<file path="src/verilog/ubs_pkg.sv">
// Overview of operation
// - bank switching acts only while the enable bit of bank control is set
// - the two low bits of bank control form the selected bank code
// - with bank switching on, port three top pin drives address bit 17
// - with bank switching on, port three data bit 7 never reaches the pin
// - each port four pin is either plain i/o or a chip select output
// - a two-pin input port is readable and can wake the device
// - read strobe is low for every external read; external data only then
// - write strobe is low for every external write; memory captures on it
// - address latch pulse marks each access so the low byte can be latched
// - low address byte and data share the eight-line two-way bus
// - the full sixteen-bit address is held latched on its own outputs
package ubs_pkg;

  // register offsets on the 8-bit register port
  localparam logic [7:0] UBS_P3_DATA = 8'h00;
  localparam logic [7:0] UBS_P3_DIR = 8'h01;
  localparam logic [7:0] UBS_BANK_CTRL = 8'h02;
  localparam logic [7:0] UBS_P4_DATA = 8'h03;
  localparam logic [7:0] UBS_P4_DIR = 8'h04;
  localparam logic [7:0] UBS_CS_EN = 8'h05;
  localparam logic [7:0] UBS_WAKE_PORT = 8'h06;
  localparam logic [7:0] UBS_P1_DATA = 8'h90;
  localparam logic [7:0] UBS_P1_DIR = 8'h91;
  localparam logic [7:0] UBS_IRQ_STATE = 8'h92;
  localparam logic [7:0] UBS_P2_DATA = 8'hd8;
  localparam logic [7:0] UBS_P2_DIR = 8'hd9;
  localparam logic [7:0] UBS_CLK_CTRL = 8'hda;

  // field positions
  localparam int UBS_BANK_EN_BIT = 2;
  localparam int UBS_BANK_HI_BIT = 1;
  localparam int UBS_BANK_LO_BIT = 0;
  localparam int UBS_A17_PIN = 7;
  localparam int UBS_WAKE_EN_LSB = 2;

  // values after reset
  localparam logic [7:0] UBS_DATA_RST = 8'h00;
  localparam logic [7:0] UBS_DIR_RST = 8'h00;
  localparam logic [7:0] UBS_CTRL_RST = 8'h00;

  // external bus timing in ref_clk cycles
  localparam logic [2:0] UBS_STROBE_LAST = 3'h3;

  typedef enum logic [2:0] {
    BUS_IDLE,
    BUS_ADDR,
    BUS_HOLD,
    BUS_STROBE,
    BUS_END
  } ubs_bus_state_t;

endpackage

</file>
<file path="src/verilog/ubs_port_if.sv">
`timescale 1ns/1ns
// settings and pin state of one eight-bit user port
interface ubs_port_if;
  logic [7:0] data;
  logic [7:0] dir;
  logic [7:0] ovr_en;
  logic [7:0] ovr_val;
  logic [7:0] pin_in;
  modport ctrl (output data, output dir, output ovr_en, output ovr_val, input pin_in);
  modport port (input data, input dir, input ovr_en, input ovr_val, output pin_in);
endinterface

</file>
<file path="src/verilog/ubs_pin_port.sv">
`timescale 1ns/1ns
module ubs_pin_port (
  // clock and reset
  input logic ref_clk,
  input logic reset,
  // settings from the register file
  ubs_port_if.port cfg,
  // pins
  input logic [7:0] pin_i,
  output logic [7:0] pin_o,
  output logic [7:0] pin_oe
);

  logic [7:0] meta_q;
  logic [7:0] sync_q;

  // two-flop synchroniser, pins are asynchronous to ref_clk
  always_ff @(posedge ref_clk) begin
    if (reset) begin
      meta_q <= 8'h00;
      sync_q <= 8'h00;
    end else begin
      meta_q <= pin_i;
      sync_q <= meta_q;
    end
  end

  assign cfg.pin_in = sync_q;

  // an override (bank address, chip select) beats both data and direction
  always_ff @(posedge ref_clk) begin
    if (reset) begin
      pin_o <= 8'h00;
      pin_oe <= 8'h00;
    end else begin
      pin_o <= (cfg.ovr_en & cfg.ovr_val) | (~cfg.ovr_en & cfg.data);
      pin_oe <= cfg.ovr_en | cfg.dir;
    end
  end
endmodule // ubs_pin_port

</file>
<file path="src/verilog/ubs_user_io.sv">
`timescale 1ns/1ns
module ubs_user_io (
  // clock and reset
  input logic ref_clk,
  input logic reset,
  // register port
  input logic [7:0] reg_addr,
  input logic [7:0] reg_wdata,
  input logic reg_we,
  input logic reg_re,
  output logic [7:0] reg_rdata,
  // external access request from the core
  input logic ext_req,
  input logic ext_write,
  input logic [15:0] ext_addr,
  input logic [7:0] ext_wdata,
  output logic ext_busy,
  output logic ext_done,
  output logic [7:0] ext_rdata,
  // external bus pins
  output logic ale,
  output logic rd_n,
  output logic wr_n,
  input logic [7:0] ad_i,
  output logic [7:0] ad_o,
  output logic [7:0] ad_oe,
  output logic [15:0] addr_o,
  // user ports one to four, index 0 is port one
  input logic [3:0][7:0] port_i,
  output logic [3:0][7:0] port_o,
  output logic [3:0][7:0] port_oe,
  // wake inputs and interrupt pin levels
  input logic [1:0] wake_i,
  output logic wake,
  input logic [2:0] irq_pin_i
);

  ubs_pkg::ubs_bus_state_t state_q;
  logic [7:0] pdata_q [4];
  logic [7:0] pdir_q [4];
  logic [7:0] pin_state [4];
  logic [7:0] ovr_en [4];
  logic [7:0] ovr_val [4];
  logic [7:0] bank_q;
  logic [7:0] cs_en_q;
  logic [7:0] clk_ctrl_q;
  logic [1:0] wake_en_q;
  logic [7:0] cs_n_q;
  logic [7:0] cs_hit;
  logic [2:0] cnt_q;
  logic op_write_q;
  logic [7:0] wdata_q;
  logic [7:0] ad_meta_q;
  logic [7:0] ad_sync_q;
  logic [1:0] wake_meta_q;
  logic [1:0] wake_sync_q;
  logic [2:0] irq_meta_q;
  logic [2:0] irq_sync_q;
  logic bank_on;

  ubs_port_if pif [4] ();

  assign bank_on = bank_q[ubs_pkg::UBS_BANK_EN_BIT];

  // per-port override: port three bit 7 for bank address, port four for selects
  always_comb begin
    ovr_en[0] = 8'h00;
    ovr_val[0] = 8'h00;
    ovr_en[1] = 8'h00;
    ovr_val[1] = 8'h00;
    ovr_en[2] = 8'h00;
    ovr_val[2] = 8'h00;
    if (bank_on) begin
      ovr_en[2][ubs_pkg::UBS_A17_PIN] = 1'b1;
    end
    // only one bank line exists, so the low code bit gives address bit 17
    ovr_val[2][ubs_pkg::UBS_A17_PIN] = bank_q[ubs_pkg::UBS_BANK_LO_BIT];
    ovr_en[3] = cs_en_q;
    ovr_val[3] = cs_n_q;
  end

  // one pin block per user port
  for (genvar g = 0; g < 4; g++) begin : g_port
    assign pif[g].data = pdata_q[g];
    assign pif[g].dir = pdir_q[g];
    assign pif[g].ovr_en = ovr_en[g];
    assign pif[g].ovr_val = ovr_val[g];
    assign pin_state[g] = pif[g].pin_in;
    ubs_pin_port u_port (
      .ref_clk(ref_clk),
      .reset(reset),
      .cfg(pif[g]),
      .pin_i(port_i[g]),
      .pin_o(port_o[g]),
      .pin_oe(port_oe[g])
    );
  end

  // chip select regions: eight 8k windows picked by address bits 15..13
  for (genvar c = 0; c < 8; c++) begin : g_cs
    assign cs_hit[c] = (state_q != ubs_pkg::BUS_IDLE) && (addr_o[15:13] == 3'(c));
  end

  // active-low selects, registered so port four sees a clean level
  always_ff @(posedge ref_clk) begin
    if (reset) begin
      cs_n_q <= 8'hff;
    end else begin
      cs_n_q <= ~cs_hit;
    end
  end

  // synchronisers for bus data, wake and interrupt pins
  always_ff @(posedge ref_clk) begin
    if (reset) begin
      ad_meta_q <= 8'h00;
      ad_sync_q <= 8'h00;
      wake_meta_q <= 2'h0;
      wake_sync_q <= 2'h0;
      irq_meta_q <= 3'h0;
      irq_sync_q <= 3'h0;
    end else begin
      ad_meta_q <= ad_i;
      ad_sync_q <= ad_meta_q;
      wake_meta_q <= wake_i;
      wake_sync_q <= wake_meta_q;
      irq_meta_q <= irq_pin_i;
      irq_sync_q <= irq_meta_q;
    end
  end

  // wake is a level: any enabled wake pin that is high
  always_ff @(posedge ref_clk) begin
    if (reset) begin
      wake <= 1'b0;
    end else begin
      wake <= |(wake_en_q & wake_sync_q);
    end
  end

  // register writes
  always_ff @(posedge ref_clk) begin
    if (reset) begin
      for (int k = 0; k < 4; k++) begin
        pdata_q[k] <= ubs_pkg::UBS_DATA_RST;
        pdir_q[k] <= ubs_pkg::UBS_DIR_RST;
      end
      bank_q <= ubs_pkg::UBS_CTRL_RST;
      cs_en_q <= ubs_pkg::UBS_CTRL_RST;
      clk_ctrl_q <= ubs_pkg::UBS_CTRL_RST;
      wake_en_q <= 2'h0;
    end else if (reg_we) begin
      unique case (reg_addr)
        ubs_pkg::UBS_P1_DATA: pdata_q[0] <= reg_wdata;
        ubs_pkg::UBS_P1_DIR: pdir_q[0] <= reg_wdata;
        ubs_pkg::UBS_P2_DATA: pdata_q[1] <= reg_wdata;
        ubs_pkg::UBS_P2_DIR: pdir_q[1] <= reg_wdata;
        // bit 7 is stored even while it cannot reach the pin
        ubs_pkg::UBS_P3_DATA: pdata_q[2] <= reg_wdata;
        ubs_pkg::UBS_P3_DIR: pdir_q[2] <= reg_wdata;
        ubs_pkg::UBS_P4_DATA: pdata_q[3] <= reg_wdata;
        ubs_pkg::UBS_P4_DIR: pdir_q[3] <= reg_wdata;
        ubs_pkg::UBS_BANK_CTRL: bank_q <= {5'h00, reg_wdata[2:0]};
        ubs_pkg::UBS_CS_EN: cs_en_q <= reg_wdata;
        ubs_pkg::UBS_WAKE_PORT: begin
          wake_en_q <= reg_wdata[ubs_pkg::UBS_WAKE_EN_LSB +: 2];
        end
        ubs_pkg::UBS_CLK_CTRL: clk_ctrl_q <= reg_wdata;
        default: begin
        end
      endcase
    end
  end

  // register reads, data valid the cycle after the strobe; unmapped reads zero
  always_ff @(posedge ref_clk) begin
    if (reset) begin
      reg_rdata <= 8'h00;
    end else if (reg_re) begin
      unique case (reg_addr)
        ubs_pkg::UBS_P1_DATA: reg_rdata <= pin_state[0];
        ubs_pkg::UBS_P1_DIR: reg_rdata <= pdir_q[0];
        ubs_pkg::UBS_IRQ_STATE: reg_rdata <= {5'h00, irq_sync_q};
        ubs_pkg::UBS_P2_DATA: reg_rdata <= pin_state[1];
        ubs_pkg::UBS_P2_DIR: reg_rdata <= pdir_q[1];
        ubs_pkg::UBS_P3_DATA: reg_rdata <= pin_state[2];
        ubs_pkg::UBS_P3_DIR: reg_rdata <= pdir_q[2];
        ubs_pkg::UBS_P4_DATA: reg_rdata <= pin_state[3];
        ubs_pkg::UBS_P4_DIR: reg_rdata <= pdir_q[3];
        ubs_pkg::UBS_BANK_CTRL: reg_rdata <= bank_q;
        ubs_pkg::UBS_CS_EN: reg_rdata <= cs_en_q;
        ubs_pkg::UBS_WAKE_PORT: reg_rdata <= {4'h0, wake_en_q, wake_sync_q};
        ubs_pkg::UBS_CLK_CTRL: reg_rdata <= clk_ctrl_q;
        default: reg_rdata <= 8'h00;
      endcase
    end
  end

  // external bus sequencer: address phase, hold, strobe, release
  always_ff @(posedge ref_clk) begin
    if (reset) begin
      state_q <= ubs_pkg::BUS_IDLE;
      ale <= 1'b0;
      rd_n <= 1'b1;
      wr_n <= 1'b1;
      ad_o <= 8'h00;
      ad_oe <= 8'h00;
      addr_o <= 16'h0000;
      op_write_q <= 1'b0;
      wdata_q <= 8'h00;
      cnt_q <= 3'h0;
      ext_busy <= 1'b0;
      ext_done <= 1'b0;
      ext_rdata <= 8'h00;
    end else begin
      ext_done <= 1'b0;
      unique case (state_q)
        ubs_pkg::BUS_IDLE: begin
          if (ext_req) begin
            state_q <= ubs_pkg::BUS_ADDR;
            ale <= 1'b1;
            ad_o <= ext_addr[7:0];
            ad_oe <= 8'hff;
            addr_o <= ext_addr;
            op_write_q <= ext_write;
            wdata_q <= ext_wdata;
            ext_busy <= 1'b1;
          end
        end
        ubs_pkg::BUS_ADDR: begin
          // low byte stays on the bus one cycle past the falling latch edge
          state_q <= ubs_pkg::BUS_HOLD;
          ale <= 1'b0;
        end
        ubs_pkg::BUS_HOLD: begin
          state_q <= ubs_pkg::BUS_STROBE;
          cnt_q <= 3'h0;
          if (op_write_q) begin
            wr_n <= 1'b0;
            ad_o <= wdata_q;
            ad_oe <= 8'hff;
          end else begin
            rd_n <= 1'b0;
            ad_oe <= 8'h00;
          end
        end
        ubs_pkg::BUS_STROBE: begin
          if (cnt_q == ubs_pkg::UBS_STROBE_LAST) begin
            state_q <= ubs_pkg::BUS_END;
            rd_n <= 1'b1;
            wr_n <= 1'b1;
            // sample late: the synchroniser costs two cycles of the strobe
            if (!op_write_q) begin
              ext_rdata <= ad_sync_q;
            end
          end else begin
            cnt_q <= cnt_q + 3'h1;
          end
        end
        ubs_pkg::BUS_END: begin
          // write data held one cycle after the rising strobe
          state_q <= ubs_pkg::BUS_IDLE;
          ad_oe <= 8'h00;
          ext_busy <= 1'b0;
          ext_done <= 1'b1;
        end
        // unused state codes fall back to idle rather than lock the bus
        default: begin
          state_q <= ubs_pkg::BUS_IDLE;
        end
      endcase
    end
  end
endmodule // ubs_user_io

</file>
<file path="config.mk">
export PLATFORM = sky130hd
export DESIGN_NAME = ubs_user_io
export DESIGN_NICKNAME = d
export VERILOG_FILES = /design/src/verilog/ubs_pkg.sv /design/src/verilog/ubs_port_if.sv /design/src/verilog/ubs_pin_port.sv /design/src/verilog/ubs_user_io.sv
export SDC_FILE = /design/constraint.sdc
export NUM_CORES = 1
export LEC_CHECK = 0
export ABC_CLOCK_PERIOD_IN_PS = 4650
export BUFFER_PORTS_ARGS = -buffer_cell sky130_fd_sc_hd__buf_2
export CAP_MARGIN = 20
export CORE_AREA = 2 2 152 154
export CTS_CLUSTER_DIAMETER = 120
export DETAILED_ROUTE_END_ITERATION = 10
export DIE_AREA = 0 0 154 156
export MAX_ROUTING_LAYER = met4
export PLACE_DENSITY = 0.72
export REMOVE_ABC_BUFFERS = 1
export SLEW_MARGIN = 40
export SYNTH_ARGS = -nofsm -noshare
export SYNTH_HDL_FRONTEND = slang
export SYNTH_SLANG_ARGS = --single-unit
</file>
<file path="constraint.sdc">
create_clock -name ref_clk -period 4.65 [get_ports ref_clk]
set_input_delay 0.465 -clock ref_clk [delete_from_list [all_inputs] [get_ports ref_clk]]
set_output_delay 0.465 -clock ref_clk [all_outputs]
set_load 0.01 [all_outputs]
</file>
==> out/summary.txt, run 1 <==
outcome -> completed
Yosys top cell area share -> 44.4%
drt total wl -> 25,400 um
# hold bufs at CTS -> 0
Slew Viols, Final -> 0
cts bufs inserted -> 31
peak supply drop -> 0.259 mV
Reg2Reg Launch Point -> state_q[1]
nature of the critical path endpoint -> flop
Vias/cell -> 5.08
Startpoint Class -> input pin
Die Width -> 154 um
worst path arrival time -> 2640 ps
Max FO, Critical Path -> 35
Post-CTS Setup Bufs -> 0
Fin. Hold Viols -> 0
Worst-path clk slew -> 60 ps
IO Pins -> 209
pwr/cell area -> 437 nW/um2
crit share post-route -> 53.1%
RSZ-0062 raised after global routing -> no
Layout fillers -> 1,878
critical path class -> input pin to flop
Tot Pwr -> 5780 uW
synth warn -> 0
port bufs -> 208
hpwl dp -> 17,100 um
worst endpoint required time -> 4820 ps
Root Driver -> clkbuf_16
final-report setup violation count -> 0
First-pass DRT Iterations -> 5
Max-Cap Viols -> 0
initial core utilization -> 49.4%
hold path start -> port_i[29]
Final Worst Setup Slack -> 2180 ps
top cells by area, synth -> dfxtp_1 44%, edfxtp_1 17%, nor2b_1 8.1%
Skew-Pair Late Insertion Delay -> 550 ps
P&R area growth vs syn -> 19.9%
Top delay family on crit path -> simple AND/OR/NAND/NOR gates
TritonCTS sink count -> 309
CP max stage cell -> nor2b_1
commonest cells in the netlist -> 245 x dfxtp_1, 143 x nor2b_1, 94 x nor2_1
CP Launch Point -> reg_addr[0]
ys flop type -> dfxtp_1
Fmax -> 405 MHz
# rows -> 55
layout cell share with drive strength beyond 1 -> 22.9%
DRT iter0 DRCs -> 555
Die Y -> 156 um
H-tree levels -> 1
post-synthesis sequential area ratio -> 61.8%
# DRC -> 0
Period minus WS final -> 2470 ps
Critical Path, Cell by Cell -> buf_2 -> nor2b_1 -> nand2_1 -> o21bai_1
GRT Residual Overflow -> 0
Async S/R FF share, synth -> 0%
Final Wtd Congestion -> 0.908
setup TNS -> 0 ps
Worst-Margin Slew -> 847 ps
post-synthesis cell type count -> 61
Slowest Stage Delay on Critical Path -> 760 ps
per-cell routed wire length -> 16.8 um
GRT Total Usage -> 21.1%
Reg2Reg Depth -> 5
R2R setup slack -> 2350 ps
Setup WS pre-CTS -> 1700 ps
mapped cell area -> 11,000 um2
cell taking the most area after synthesis -> dfxtp_1
post_cts resized -> 0
WP buf/inv -> 1
clk_skew -> 14.9 ps
mean area per synthesized cell -> 10.8 um2
initial antenna violation count -> 0
total number of vias -> 7,655
CTS tree -> done
Nets -> 1,290
Static Leakage -> 0.00544 uW
die area -> 24,000 um2
Max-slew headroom -> 43.4%
antenna viol nets, final -> 0
count leader, synth -> dfxtp_1
CTS Buffer Depth -> 3
R2R Path End -> ext_rdata[2]
Post-synth EDFFs -> 64
diodes inserted -> 0
Hold Path Class -> input pin to flop
largest net degree at the start of global routing -> 96
Worst Hold Endpoint -> g_port[3].u_port.meta_q[5]
Post-Syn Instances -> 1,022
Seq cells post-synth -> 309
global-route wire length before repair -> 38,900 um
hold path depth -> 2
core footprint -> 22,400 um2
vias in the first global route -> 7,176
## power breakdown
group          total (uW)  internal, uW  switching [uW]
clock                2480          1500             983
combinational         385           151             234
sequential           2910          2860            55.5
total                5780          4510            1270
## metrics by stage
step	area, um2	utilization (%)	cells	hold slack, ps
after detailed placement	12200	54.5	1449	420
after global routing	13200	59.2	1506	109
after global placement	12200	54.4	1449	417
final	13200	59.2	1506	126
after CTS	13200	59.1	1506	113
after floorplan	10700	-	953	414
## how the worst max path moves through the flow
stage                   end  cells past startpoint
3_3_place_gp   pdir_q[0][4]                      4
3_5_place_dp   pdir_q[0][4]                      4
5_1_grt        pdir_q[0][4]                      4
4_1_cts        pdir_q[0][4]                      4
6_report       pdir_q[0][4]                      4
2_1_floorplan  pdir_q[3][0]                      3
## registers in the layout (all words and copies together) (netlist names), 16 cells and up
| register | count |
|---|---|
| addr_o | 16 |
| g_port.u_port.cfg.pin_in | 32 |
| g_port.u_port.meta_q | 32 |
| g_port.u_port.pin_o | 16 |
| g_port.u_port.pin_oe | 32 |
| pdata_q | 32 |
| pdir_q | 32 |
| port_o | 16 |
## metal layers
layer / wire (um) / part of all wire, % / GRT usage [%] / vias up
met5: 0 / 0 / - / -
met4: 555 / 2.2 / 5.83 / 0
met3: 1870 / 7.4 / 4.53 / 50
met2: 11600 / 46 / 33.0 / 311
met1: 11400 / 45 / 28.0 / 3520
li1: - / - / - / 3774
## layout make-up
cell class | instances | area [um2] | share of cell area, %
Clock buffer | 51 | 986 | 7.45
Multi-Input combinational cell | 638 | 3910 | 29.5
Timing Repair Buffer | 211 | 1070 | 8.11
Inverter | 6 | 22.5 | 0.170
Sequential cell | 309 | 6830 | 51.6
Clock inverter | 6 | 57.6 | 0.435
Tap cell | 285 | 357 | 2.69
## placed cells by master, fill, tap and decap left out, types with 3 or more instances in the layout
| cell type | synthesis | layout |
|---|---|---|
| dfxtp_1 | 245 | 245 |
| o31a_1 | 5 | 5 |
| nor2_1 | 94 | 94 |
| inv_1 | 6 | 6 |
| a22oi_1 | 10 | 10 |
| buf_2 | 3 | 207 |
| clkbuf_1 | 53 | 11 |
| clkinv_2 | 0 | 4 |
| and2_1 | 69 | 69 |
| and3_1 | 4 | 4 |
| edfxtp_1 | 64 | 64 |
| nor4_1 | 5 | 5 |
| o21ai_0 | 13 | 13 |
| a211oi_1 | 4 | 4 |
| a221oi_2 | 3 | 3 |
| nand2b_1 | 10 | 10 |
| nor2b_1 | 143 | 143 |
| a21oi_1 | 54 | 54 |
| o21bai_1 | 10 | 9 |
| nand2_1 | 78 | 77 |
| nor2_2 | 3 | 3 |
| a22o_1 | 6 | 6 |
| nand3_1 | 14 | 14 |
| clkbuf_16 | 0 | 35 |
| a31oi_1 | 6 | 6 |
| mux2i_1 | 54 | 54 |
| nor3_1 | 8 | 8 |
| clkbuf_8 | 0 | 5 |
| a32oi_1 | 4 | 4 |
## cells by family (layout without fill, tap and decap cells)
family                     count (synthesis)  in the layout  synth area share (%)
AOI/OAI and AO/OA                        135            135                  8.41
adders and majority gates                  2              2                 0.227
buffers and inverters                     75            274                  2.89
DFF                                      309            309                  61.8
muxes                                     57             57                  5.30
and+or+nand+nor                          444            444                  21.3
(Power assumes the default switching activity.)
==> run 2, diff against run 1 <==
- ABC_CLOCK_PERIOD_IN_PS: 4650 -> 2300
- clock period: 4.65 -> 2.3 ns (I/O delays scaled with it)
==> run 2 against run 1 <==
Global-route usage rose by 1.5 points. Die area did not move. Critical path depth rose by 3. Clock skew rose by 4.3 ps. Setup slack got worse by 1600 ps. Clock power rose by 110%. Worst hold slack got worse by 96 ps. Utilization rose by 4.3 points. Non-clock buffer count rose by 101.
==> out/summary.txt, run 2 (synthesized netlist as in run 1, its figures left out) <==
CTS tree -> done
core footprint -> 22,400 um2
Die Y -> 156 um
H-tree levels -> 1
CP most frequent cell -> ha_1
Period minus WS final -> 1760 ps
# DRC -> 0
Fmax -> 568 MHz
GRT Total Usage -> 22.6%
layout cell share with drive strength beyond 1 -> 23.6%
nature of the critical path endpoint -> flop
most common cell after layout, fill and taps aside -> dfxtp_1
# rows -> 55
Design Area, Final -> 14,200 um2
Skew-Pair Late Insertion Delay -> 560 ps
R2R setup slack -> 540 ps
largest net degree at the start of global routing -> 62
Fin. Hold Viols -> 0
Layout fillers -> 1,750
Startpoint Class -> flop
TritonCTS sink count -> 309
Die Width -> 154 um
WP buf/inv -> 1
outcome -> completed
Top delay family on crit path -> adder cells
final-report setup violation count -> 0
hpwl dp -> 18,200 um
peak supply drop -> 0.623 mV
Post-CTS Setup Bufs -> 0
Hold Path Class -> input pin to flop
die area -> 24,000 um2
Multi-input gate area -> 3890 um2
pwr/cell area -> 850 nW/um2
Static Leakage -> 0.00590 uW
Nets -> 1,391
CP max stage cell -> dfxtp_1
worst path arrival time -> 2200 ps
global-route wire length before repair -> 41,600 um
Max-slew headroom -> 63.5%
per-cell routed wire length -> 16.9 um
Final Wtd Congestion -> 0.940
Worst-Margin Slew -> 547 ps
Critical Path, Cell by Cell -> ha_1 -> ha_1 -> nand3_1 -> nor2_2 -> buf_4 -> mux2i_1 -> nor2_1
Slowest Stage Delay on Critical Path -> 360 ps
Max FO, Critical Path -> 9
total number of vias -> 8,216
crit share post-route -> 76.6%
drt total wl -> 27,200 um
Max-Cap Viols -> 0
initial core utilization -> 49.4%
commonest non-fill, non-tap cells in the layout -> 245 x dfxtp_1, 207 x buf_2, 143 x nor2b_1, 94 x nor2_1, 78 x nand2_1
RSZ-0062 raised after global routing -> no
Reg area -> 6830 um2
Root Driver -> clkbuf_16
CTS Buffer Depth -> 3
clk_skew -> 19.2 ps
Vias/cell -> 5.11
DRT iter0 DRCs -> 562
GRT Residual Overflow -> 0
initial antenna violation count -> 0
port bufs -> 208
P&R area growth vs syn -> 28.5%
IO Pins -> 209
worst endpoint required time -> 2740 ps
antenna viol nets, final -> 0
setup TNS -> 0 ps
First-pass DRT Iterations -> 5
DP Area -> 12,400 um2
critical path class -> flop to flop
vias in the first global route -> 7,746
Slew Viols, Final -> 0
cts bufs inserted -> 31
Worst-path clk slew -> 60 ps
## run 2: worst min-delay path, stage by stage
cell and delay, ps:
buf_2 130, a21oi_1 120, a211oi_1 60
## run 2: worst paths after layout
| path | from | end | cells past startpoint |
|---|---|---|---|
| worst max-delay path | cnt_q[0] | ext_rdata[6] | 7 |
| worst min-delay path | ext_req | ale | 3 |
| worst min register to register | g_port[1].u_port.meta_q[1] | g_port[1].u_port.cfg.pin_in[1] | 1 |
| worst max register to register | cnt_q[0] | ext_rdata[6] | 7 |
## run 2: per-stage QoR
stage               util [%]  setup WS (ps)  cells  total power [uW]  hold slack (ps)
floorplan                  -           66.6    953              6350              296
global placement        55.5            137   1480              6800              417
detailed placement      55.5           67.0   1480              6820              423
CTS                     63.4            535   1608             12100             16.8
global route            63.4            340   1608             12500             27.8
finish                  63.4            538   1609             12100             30.4
## run 2: cell type report
cell class              instances  area share, %
diodes                          1         0.0176
clock inverters                18           1.65
repair buffers                312           14.1
clock buffers                  40           5.99
well taps                     285           2.51
flip-flops and latches        309           48.1
inverters                       6          0.159
multi-input cells             638           27.4
## run 2: repair_timing
| action | 4_1_cts | 5_1_grt |
|---|---|---|
| hold endpoints to repair | 70 | 0 |
| setup endpoints to repair | 0 | 0 |
| gates resized for setup | 0 | 0 |
| hold buffers | 70 | 0 |
## run 2: power breakdown
group	internal, uW	leakage [uW]	switching (uW)	total [uW]
registers	5780	0.00263	110	5890
clock network	3180	0.000530	2090	5260
logic	409	0.00275	505	913
## run 2: per-layer routing
layer  GRT usage [%]  vias to the layer above  part of all wire, %
li1                -                     3997                    -
met1            29.2                     3864                   44
met2            37.3                      304                   48
met3            3.72                       51                  6.5
met4            5.96                        0                  2.0
met5               -                        -                    0
